`src/rtl/sdct_consts.vh`:
```
`ifndef SDCT_CONSTS_VH
`define SDCT_CONSTS_VH
// Command encodings on the command bus {ras_n,cas_n,we_n}, chip select low
`define SDCT_CMD_MRS        3'h0
`define SDCT_CMD_REF        3'h1
`define SDCT_CMD_PRE        3'h2
`define SDCT_CMD_ACT        3'h3
`define SDCT_CMD_WR         3'h4
`define SDCT_CMD_ZQ         3'h6
`define SDCT_CMD_RD         3'h5
`define SDCT_CMD_NOP        3'h7
// Address bits that qualify commands
`define SDCT_A_AP           10
`define SDCT_A_BC           12
// Mode register zero fields
`define SDCT_MR0_BL_LSB     0
`define SDCT_MR0_BL_FIXED4  2'h2
`define SDCT_MR0_BL_OTF     2'h1
`define SDCT_MR0_WR_LSB     9
// Internal write start offsets after write latency, in link cycles
`define SDCT_WSTART_LONG    4'h4
`define SDCT_WSTART_FIXED4  4'h2
// Short calibration length, link cycles
`define SDCT_ZQ_CYCLES      7'h40
// Busy times of background operations, link cycles
`define SDCT_ACT_BUSY       6'h0a
`define SDCT_PRE_BUSY       6'h0a
`define SDCT_REF_BUSY       6'h20
// Asynchronous termination delay window in ns
`define SDCT_AODT_MIN_NS    2
`define SDCT_AODT_MAX_NS    8
`endif

```
`src/rtl/sdct_link_edge.v`:
```
`timescale 1ns/1ps
// Samples the link clock and pins into CLK, marks each link rising edge
module sdct_link_edge #(
   parameter W = 8
) (
   input  wire         clk,
   input  wire         nrst,
   input  wire         link_ck,
   input  wire [W-1:0] pins,
   output reg          rise,
   output reg  [W-1:0] pins_q
);
   reg         ck_s1_reg;
   reg         ck_s2_reg;
   reg         ck_s3_reg;
   reg [W-1:0] p_s1_reg;
   reg [W-1:0] p_s2_reg;

   // Two-flop synchronisers; the edge test reads only the second and third stage
   always @(posedge clk or negedge nrst) begin
      if (!nrst) begin
         ck_s1_reg <= 1'b0;
         ck_s2_reg <= 1'b0;
         ck_s3_reg <= 1'b0;
         p_s1_reg  <= {W{1'b0}};
         p_s2_reg  <= {W{1'b0}};
         rise      <= 1'b0;
         pins_q    <= {W{1'b0}};
      end else begin
         ck_s1_reg <= link_ck;
         ck_s2_reg <= ck_s1_reg;
         ck_s3_reg <= ck_s2_reg;
         p_s1_reg  <= pins;
         p_s2_reg  <= p_s1_reg;
         rise      <= ck_s2_reg & ~ck_s3_reg;
         // Pins are latched on the link edge itself, as the device would
         if (ck_s2_reg & ~ck_s3_reg)
            pins_q <= p_s2_reg;
      end
   end
endmodule

```
`src/rtl/sdct_timing.v`:
```
`timescale 1ns/1ps
// Notes on behaviour
// RL1: Count cycles in real link clock edges.
// RL2: Mode set spacing four cycles, controller's duty.
// RL3: Illegal timing needs reset and reinitialisation.
// RL4: Write recovery taken from mode register zero.
// RL5: Nanosecond limits become rounded-up cycle counts; AON_MAX0 rounds the termination max delay down.
// RL6: Controller rounds write recovery up for powerdown.
// RL7: Internal write starts WL+4, or WL+2 fixed chop.
// RL8: Powerdown waits for ongoing background operations.
// RL9: Controller honours refresh to powerdown spacing.
// RL10: Termination high time measurement points, controller.
// RL11: Short calibration completes within 64 cycles.
// RL12: Locked loop needed by read and sync termination.
// RL13: At most eight postponed refreshes, controller.
// RL14: Clock may run slowly, refresh interval kept.
// RL15: Controller spaces register read end and mode set.
// RL16: Asynchronous termination delays apply in frozen powerdown.
// RL17: Termination held high four or six cycles.
// RL18: Slow exit waits max of 10 cycles, 24 ns.
// RL19: Any exit waits max of 3 cycles, 6 ns.
// RL20: Controller uses per-constraint cycle counters.
// RL21: Controller forces refresh before postponement limit.
`include "sdct_consts.vh"
module sdct_timing #(
   parameter CLK_NS = 10,
   parameter WL     = 5
) (
   input  wire        CLK,
   input  wire        NRST,
   input  wire        LINK_CK,
   input  wire        CKE,
   input  wire        CS_N,
   input  wire [2:0]  CMD,
   input  wire        ODT,
   input  wire        A_AP,
   input  wire        A_BC,
   input  wire [3:0]  MR_WR,
   input  wire [1:0]  MR_BL,
   input  wire        DLL_FROZEN,
   output reg         WRITE_START,
   output reg         WRITE_CHOP,
   output reg  [3:0]  WRITE_RECOVERY,
   output reg         CAL_BUSY,
   output reg         CAL_DONE,
   output reg         BG_BUSY,
   output reg         LOW_POWER,
   output reg         TERM_ON
);
   // Asynchronous termination delays in CLK cycles: min rounds up, max down
   localparam [3:0] AON_MIN = (`SDCT_AODT_MIN_NS + CLK_NS - 1) / CLK_NS; // RL5
   localparam [3:0] AON_MAX0 = `SDCT_AODT_MAX_NS / CLK_NS;
   localparam [3:0] AON_DLY = (AON_MAX0 < AON_MIN) ? AON_MIN : AON_MAX0;
   localparam WQ = WL + `SDCT_WSTART_LONG;
   localparam S_RUN  = 3'h1;
   localparam S_WAIT = 3'h2;
   localparam S_PD   = 3'h4;

   wire        rise;
   wire [8:0]  pq;
   reg  [2:0]  st_reg;
   reg  [2:0]  st_next;
   reg  [WQ:0] wq_reg;
   reg  [WQ:0] wc_reg;
   reg  [6:0]  zq_cnt_reg;
   reg  [5:0]  bg_cnt_reg;
   reg  [5:0]  bg_cnt_next;
   reg  [3:0]  aon_cnt_reg;
   reg         odt_t_reg;

   sdct_link_edge #(.W(9)) u_edge (
      .clk    (CLK),
      .nrst   (NRST),
      .link_ck(LINK_CK),
      .pins   ({CKE, CS_N, CMD, ODT, A_AP, A_BC, 1'b0}),
      .rise   (rise),
      .pins_q (pq)
   );

   wire       cke_q = pq[8];
   wire       cmd_v = ~pq[7];
   wire [2:0] cmd_q = pq[6:4];
   wire       odt_q = pq[3];
   wire       bc_q  = pq[1];

   // Command decode used by several processes
   function is_cmd;
      input       v;
      input [2:0] c;
      input [2:0] k;
      begin
         is_cmd = v & (c == k);
      end
   endfunction

   wire wr_cmd = is_cmd(cmd_v, cmd_q, `SDCT_CMD_WR);
   wire fixed4 = (MR_BL == `SDCT_MR0_BL_FIXED4);
   wire chop   = fixed4 | ((MR_BL == `SDCT_MR0_BL_OTF) & ~bc_q);
   wire pd_req = ~cke_q & ~LOW_POWER;

   // Write pipeline shifts once per real link edge, never per averaged time
   always @(posedge CLK or negedge NRST) begin
      if (!NRST) begin
         wq_reg         <= {(WQ+1){1'b0}};
         wc_reg         <= {(WQ+1){1'b0}};
         WRITE_START    <= 1'b0;
         WRITE_CHOP     <= 1'b0;
         WRITE_RECOVERY <= 4'h0;
      end else begin
         WRITE_START <= 1'b0;
         if (rise) begin // RL1
            wq_reg <= {wq_reg[WQ-1:0], wr_cmd};
            wc_reg <= {wc_reg[WQ-1:0], chop};
            // Fixed chop starts two cycles earlier than long bursts
            if (fixed4 ? wq_reg[WL+`SDCT_WSTART_FIXED4-1] : wq_reg[WQ-1]) begin // RL7
               WRITE_START    <= 1'b1;
               WRITE_CHOP     <= fixed4 ? 1'b1 : wc_reg[WQ-1];
               WRITE_RECOVERY <= MR_WR; // RL4
            end
         end
      end
   end

   // Short calibration: busy for 63 link cycles, one under the documented cycle budget
   always @(posedge CLK or negedge NRST) begin
      if (!NRST) begin
         zq_cnt_reg <= 7'h00;
         CAL_BUSY   <= 1'b0;
         CAL_DONE   <= 1'b0;
      end else begin
         CAL_DONE <= 1'b0;
         if (rise) begin
            if (is_cmd(cmd_v, cmd_q, `SDCT_CMD_ZQ) && !CAL_BUSY) begin
               zq_cnt_reg <= `SDCT_ZQ_CYCLES - 7'h01;
               CAL_BUSY   <= 1'b1;
            end else if (CAL_BUSY) begin
               zq_cnt_reg <= zq_cnt_reg - 7'h01;
               if (zq_cnt_reg == 7'h01) begin // RL11
                  CAL_BUSY <= 1'b0;
                  CAL_DONE <= 1'b1;
               end
            end
         end
      end
   end

   // Next background count; busy must show at the command's own edge
   always @* begin
      bg_cnt_next = bg_cnt_reg;
      if (is_cmd(cmd_v, cmd_q, `SDCT_CMD_REF))
         bg_cnt_next = `SDCT_REF_BUSY;
      else if (is_cmd(cmd_v, cmd_q, `SDCT_CMD_ACT))
         bg_cnt_next = `SDCT_ACT_BUSY;
      else if (is_cmd(cmd_v, cmd_q, `SDCT_CMD_PRE) || (wr_cmd && pq[2]))
         bg_cnt_next = `SDCT_PRE_BUSY;
      else if (bg_cnt_reg != 6'h00)
         bg_cnt_next = bg_cnt_reg - 6'h01;
   end

   // Background operations keep running after CKE drops; a lagging busy
   // flag would let power-down slip in one link cycle after a command
   always @(posedge CLK or negedge NRST) begin
      if (!NRST) begin
         bg_cnt_reg <= 6'h00;
         BG_BUSY    <= 1'b0;
      end else if (rise) begin
         bg_cnt_reg <= bg_cnt_next;
         BG_BUSY    <= (bg_cnt_next != 6'h00); // RL8
      end
   end

   // Power state: low CKE waits for background work before taking effect
   always @* begin
      st_next = st_reg;
      case (st_reg)
         S_RUN:  if (rise && pd_req) st_next = BG_BUSY ? S_WAIT : S_PD;
         S_WAIT: if (rise && cke_q) st_next = S_RUN;
                 else if (!BG_BUSY) st_next = S_PD; // RL8
         S_PD:   if (rise && cke_q) st_next = S_RUN;
         default: st_next = S_RUN;
      endcase
   end

   always @(posedge CLK or negedge NRST) begin
      if (!NRST) begin
         st_reg    <= S_RUN;
         LOW_POWER <= 1'b0;
      end else begin
         st_reg    <= st_next;
         LOW_POWER <= (st_next == S_PD);
      end
   end

   // Termination: synchronous in normal mode, fixed async delay in frozen powerdown
   always @(posedge CLK or negedge NRST) begin
      if (!NRST) begin
         odt_t_reg   <= 1'b0;
         aon_cnt_reg <= 4'h0;
         TERM_ON     <= 1'b0;
      end else if (LOW_POWER && DLL_FROZEN) begin
         odt_t_reg <= odt_q;
         if (odt_q != odt_t_reg)
            aon_cnt_reg <= AON_DLY; // RL16
         else if (aon_cnt_reg != 4'h0)
            aon_cnt_reg <= aon_cnt_reg - 4'h1;
         if (aon_cnt_reg == 4'h1)
            TERM_ON <= odt_t_reg; // RL16
      end else begin
         odt_t_reg   <= odt_q;
         aon_cnt_reg <= 4'h0;
         if (rise)
            TERM_ON <= odt_q;
      end
   end
endmodule

```
`config.mk`:
```
export PLATFORM = sky130hd
export DESIGN_NAME = sdct_timing
export DESIGN_NICKNAME = d
export VERILOG_FILES = /design/src/rtl/sdct_link_edge.v /design/src/rtl/sdct_timing.v
export VERILOG_INCLUDE_DIRS = /design/src /design/src/rtl
export SDC_FILE = /design/constraint.sdc
export NUM_CORES = 1
export LEC_CHECK = 0
export ABC_AREA = 0
export BUFFER_PORTS_ARGS = -buffer_cell sky130_fd_sc_hd__buf_4
export CAP_MARGIN = 20
export CORE_ASPECT_RATIO = 2
export CORE_UTILIZATION = 50
export DETAILED_ROUTE_END_ITERATION = 7
export GPL_TIMING_DRIVEN = 0
export PLACE_DENSITY_LB_ADDON = 0.3
export SLEW_MARGIN = 20
export SYNTH_ARGS = -nofsm -noshare
export SYNTH_HDL_FRONTEND = slang
export SYNTH_HIERARCHICAL = 1
export SYNTH_SLANG_ARGS = --single-unit
```
`constraint.sdc`:
```
create_clock -name CLK -period 1.8 [get_ports CLK]
set_clock_uncertainty 0.15 [all_clocks]
set_input_delay 0.18 -clock CLK [delete_from_list [all_inputs] [get_ports CLK]]
set_output_delay 0.18 -clock CLK [all_outputs]
set_load 0.02 [all_outputs]
```
==> Word-level counts from Yosys, hierarchy flattened <==
Cells that the tools add are included.
{ "op_classes": {"addsub": 3, "mul": 0, "n_div": 0, "order_cmp": 0, "n_eq_ne": 16, "shift": 0, "mux": 29, "bitwise_logic": 14, "n_reduce_logical": 15} }
{ "ops": {"columns": ["op", "count"], "rows": [
  ["two-way mux 6 bit", 4],
  ["two-way mux 3 bit", 5],
  ["two-way mux 1 bit", 14],
  ["two-way mux 7 bit", 2],
  ["equality test 3 bit, second input constant", 4],
  ["two-way mux 4 bit", 3],
  ["nonzero test 6 bit", 2],
  ["equality test 3 x 2 -> 1 bit, second input constant", 3],
  ["case mux 3 bit (3 select lines)", 1],
  ["bitwise AND 1 bit", 8],
  ["equality test 7 x 1 -> 1 bit, second input constant", 1],
  ["subtractor 7 x 1 -> 7 bit, second input constant", 1],
  ["equality test 3 x 1 -> 1 bit, second input constant", 2],
  ["AND reduction 2 bit", 3],
  ["subtractor 6 x 1 -> 6 bit, second input constant", 1],
  ["logical AND 1 bit", 5],
  ["inverter 1 bit", 5],
  ["equality test 4 x 1 -> 1 bit, second input constant", 1],
  ["nonzero test 2 bit", 2],
  ["nonzero test 4 bit", 1],
  ["subtractor 4 x 1 -> 4 bit, second input constant", 1],
  ["inequality test 3 x 1 -> 1 bit, second input constant", 1],
  ["equality test 2 x 1 -> 1 bit, second input constant", 1],
  ["equality test 2 bit, second input constant", 1],
  ["5 further kinds", 5]
]} }
{ "word_totals": {"regBits": 78, "latchBits": 0, "ram_bits": 0, "rom_bits": 0, "inputBits": 18, "out_inout_bits": 11, "elab_cells": 99, "mem_count": 0} }

==> Logic depth before layout (Yosys ltp) <==
{ "depth": {"word_depth": 8, "depth_mapped": 6, "mapped_depth_nobuf": 6} }

==> By module <==
The synthesis kept the hierarchy.
{ "modules_own_cells": {"columns": ["module", "n_inst", "cells_each", "area_each_um2", "seq_area_each_um2"], "rows": [
  ["sdct_timing", 1, 204, 2398.6, 1252.5],
  ["sdct_link_edge", 1, 42, 944.7, 775.7]
]} }

==> Least setup slack after synthesis <==
OpenSTA, ideal clock, no wires.
{ "synth_path": {"path_kind": "register -> register", "from": "register u_edge.pins_q[7]", "to": "register zq_cnt_reg[4]", "setup_ns": 0.069, "arrival_ns": 1.348, "required_ns": 1.581, "slack_ns": 0.233, "path_stages_with_launch": 5, "path_buffers": 0, "synth_period_minus_slack_ns": 1.567, "path_cell_list": "dfrtp_1 > and4bb_2 > o211ai_2 > or4_1 > nand3_1"} }
{ "synth_via": {"elab_chain_len": 5, "word_cells_on_any_way": 6, "classes_between": "mux (1); bitwise (2); reduce/logical (3)"} }
{ "synth_rtl": {"columns": ["item", "line_no", "rtl"], "rows": [
  ["start, declared", "sdct_link_edge.v:11", "output reg [W-1:0] pins_q"],
  ["start signal, assigned", "sdct_link_edge.v:28", "pins_q <= {W{1'b0}};"],
  ["start signal, assigned", "sdct_link_edge.v:38", "pins_q <= p_s2_reg;"],
  ["inverter 1 bit (*)", "sdct_timing.v:81", "wire cmd_v = ~pq[7];"],
  ["bitwise AND 1 bit (*)", "sdct_timing.v:92", "is_cmd = v & (c == k);"],
  ["logical AND 1 bit (*)", "sdct_timing.v:133", "if (is_cmd(cmd_v, cmd_q, `SDCT_CMD_ZQ) && !CAL_BUSY) begin"],
  ["nonzero test 2 bit (no source line)", null, null],
  ["AND reduction 2 bit (no source line)", null, null],
  ["end signal, assigned", "sdct_timing.v:134", "zq_cnt_reg <= `SDCT_ZQ_CYCLES - 7'h01;"],
  ["end signal, assigned", "sdct_timing.v:137", "zq_cnt_reg <= zq_cnt_reg - 7'h01;"],
  ["end, declared", "sdct_timing.v:65", "reg [6:0] zq_cnt_reg;"]
]} }
Mark *: on every way between the ends. The rest lies on a longest branch, timed or not.
A chain may end at the register's enable or synchronous reset.

==> Final worst setup path <==
{ "layout_path": {"from": "register bg_cnt_reg[0]", "to": "register BG_BUSY"} }
{ "layout_via": {"elab_chain_len": 6, "word_cells_on_any_way": 7, "classes_between": "add/sub (1); mux (4); reduce/logical (2)"} }
{ "layout_rtl": {"columns": ["item", "line_no", "rtl"], "rows": [
  ["start, declared", "sdct_timing.v:66", "reg [5:0] bg_cnt_reg;"],
  ["start signal, assigned", "sdct_timing.v:167", "bg_cnt_reg <= bg_cnt_next;"],
  ["subtractor 6 x 1 -> 6 bit / nonzero test 6 bit (equally long branches)", "sdct_timing.v:157, sdct_timing.v:156", null],
  ["two-way mux 6 bit (*)", "sdct_timing.v:156", "else if (bg_cnt_reg != 6'h00)"],
  ["two-way mux 6 bit (*)", "sdct_timing.v:154", "else if (is_cmd(cmd_v, cmd_q, `SDCT_CMD_PRE) || (wr_cmd && pq[2]))"],
  ["two-way mux 6 bit (*)", "sdct_timing.v:152", "else if (is_cmd(cmd_v, cmd_q, `SDCT_CMD_ACT))"],
  ["two-way mux 6 bit (*)", "sdct_timing.v:150", "if (is_cmd(cmd_v, cmd_q, `SDCT_CMD_REF))"],
  ["nonzero test 6 bit (*)", "sdct_timing.v:168", "BG_BUSY <= (bg_cnt_next != 6'h00);"],
  ["end signal, assigned", "sdct_timing.v:168", null],
  ["end, declared", "sdct_timing.v:46", "output reg BG_BUSY,"]
]} }
Marked as above.

==> results.py <==
metrics = {
    "setup_path": {
        "cp_slowest_stage_delay_ns": 0.40,
        "end_kind": "flip-flop",
        "critical_path.max_fanout": 5,
        "start_kind": "flip-flop",
        "cp_cell_sequence": "inv_1 -> ha_1 -> nand2_1 -> nor4_1 -> mux2_1 -> a31oi_1",
        "cp.arrival_ns": 1.78,
        "required_ns": 1.85,
        "critical_path_class": "reg -> reg",
        "slowest_stage": "dfrtp_2",
    },
    "power": {
        "pwr-share-clk_pct": 35.7,
        "p_int_mw": 3.910,
        "p_per_area_mw_per_mm2": 1316,
        "ir_drop_v": 0.0009371,
        "combPwrFrac_pct": 19.4,
        "swShare_pct": 26.43,
        "p_total_mw": 5.315,
        "netSwitchingPower_mw": 1.404,
        "seqPwrFrac_pct": 44.9,
        "p_leak_nw": 1.847,
    },
    "synth": {
        "yosys_warnings": 6,
        "synthesis.area_mm2": 0.003249,
        "syn_area_per_cell_um2": 13.48,
        "synth_nets": 266,
        "synthCells": 241,
    },
    "timing": {
        "hold_ws_ns": 0.04819,
        "min_period_ns": 1.729,
        "period_share_pct": 96.03,
        "final.setup.worst_slack_ns": 0.07150,
        "max_freq_ghz": 0.5785,
        "tightest_slew_ns": 0.9477,
        "setup_tns_ns": 0,
        "slew_viol_final": 0,
        "relSlewSlack_pct": 36.82,
        "setup_viol": 0,
        "final_hold_viol_count": 0,
    },
    "final_layout": {
        "area_delta_synth_final_pct": 24.30,
        "final_area_mm2": 0.004039,
        "antenna_cells": 0,
        "finalNonFillerCells": 386,
        "fin_util_pct": 64.01,
        "fillers": 493,
        "layout-drive-gt1-share_pct": 30.00,
        "finalNetCount": 320,
    },
    "min_path": {
        "min_path_type": "in -> reg",
    },
    "detailed_routing": {
        "wirelength_um": 5389,
        "viasPerCell": 5.127,
        "wl_per_cell_um": 13.96,
        "vias": 1979,
        "drc": 0,
        "drtIter0Drc": 120,
        "firstDrtPassIters": 4,
        "ant_nets": 0,
    },
    "global_route": {
        "antenna_found_initial": 0,
        "grt_pass1_vias": 2097,
        "grt_pass1_wl_um": 9411,
        "grt_max_degree": 79,
        "grt_overflow": 0,
        "gr-usage-all-layers_pct": 18.87,
    },
    "place": {
        "place.detailed.hpwl_um": 3622,
        "dp.cells": 355,
        "numPortBuffers": 28,
        "placed_cell_area_mm2": 0.003567,
        "dp_slack_ns": 0.07543,
        "gp_congestion": 0.8170,
    },
    "clocking": {
        "numCtsBuffers": 9,
        "cts_root_buffer": "clkbuf_16",
        "clk_path_buf_depth": 2,
        "cts_tree": "built",
        "clk_pin_slew_ns": 0.06,
        "clock_latency_ns": 0.33,
        "htreeDepth": 3,
        "cts_sinks": 78,
    },
    "outcome": {
        "status": "finished clean",
    },
    "floorplan": {
        "core_mm2": 0.006310,
        "start_util_pct": 51.50,
        "dieArea_mm2": 0.006845,
        "die-width_um": 59.01,
        "ios": 29,
        "rows": 41,
        "die_h_um": 116.0,
    },
    "run": {
        "drv_cap": 0,
    },
}
-- final timing paths --
path / from / cells past startpoint / slack, ns / to
max in group asynchronous: NRST / 2 / 0.44 / bg_cnt_reg[0]$_DFFE_PN0P_
min in group asynchronous: NRST / 2 / 0.38 / aon_cnt_reg[1]$_DFFE_PN0P_
min reg2reg: u_edge/p_s1_reg[4]$_DFF_PN0_ / 0 / 0.20 / u_edge/p_s2_reg[4]$_DFF_PN0_
min: DLL_FROZEN / 3 / 0.05 / aon_cnt_reg[0]$_DFFE_PN0P_
max reg2reg: bg_cnt_reg[0]$_DFFE_PN0P_ / 6 / 0.07 / BG_BUSY$_DFFE_PN0P_
max: bg_cnt_reg[0]$_DFFE_PN0P_ / 6 / 0.07 / BG_BUSY$_DFFE_PN0P_
-- routing by layer --
layer	wire length [µm]	vias up	global-route usage, %
met4	219	0	11.43
met2	2911	32	31.67
met3	130	15	5.134
met5	0	-	0
li1	-	963	-
met1	2128	969	20.74
-- power by group through the flow --
stage / combinational (mW) / clock, mW / sequential, mW
final: 1.03 / 1.90 / 2.39
after CTS: 1.04 / 1.94 / 2.39
after global routing: 1.16 / 2.01 / 2.44
after global placement: 0.973 / 0 / 2.40
after floorplan: 0.699 / 0 / 2.40
after detailed placement: 1.01 / 0 / 2.42
-- cell type report --
class | count | area [µm²] | area share (%)
Tap cell | 86 | 107.6 | 2.664
Buffer | 9 | 63.81 | 1.580
Clock buffer | 12 | 246.5 | 6.103
Sequential cell | 78 | 1954 | 48.39
Inverter | 8 | 30.03 | 0.7435
Multi-Input combinational cell | 146 | 1209 | 29.93
Timing Repair Buffer | 43 | 357.8 | 8.860
Clock inverter | 4 | 70.07 | 1.735
-- what timing repair did --
action / in CTS / in global routing
resized for setup: 0 / 3
hold buffers: 14 / 0
endpoints found under the setup margin: 0 / 3
buffers inserted: 0 / 1
endpoints found under the hold margin: 90 / 0
-- worst max-delay path: cells and delay by family, from the launching register on --
kind	cells	cell delay, ns
compound gates	1	0.09
fa+ha+maj	1	0.29
buf+inv	1	0.08
flops	1	0.40
mux	1	0.21
simple gates	2	0.37
-- cells in the final DEF (no fill, tap or decap), types with 3 or more instances in the layout --
cell type	n
nor4b_1	3
nor3b_1	3
a21oi_1	7
nor3_1	3
nand3b_1	4
mux2_4	8
xnor2_1	5
a31oi_1	3
dfrtp_1	76
nand4b_1	3
dlygate4sd3_1	14
inv_1	8
o21ai_0	3
nor2_1	13
xor2_1	3
ha_1	6
nor2b_1	3
mux2_2	22
buf_2	5
o21a_1	4
and2_1	3
nand2_1	13
clkbuf_1	3
mux2i_1	4
buf_4	29
clkbuf_16	9
Power figures use the tool's default switching activity.
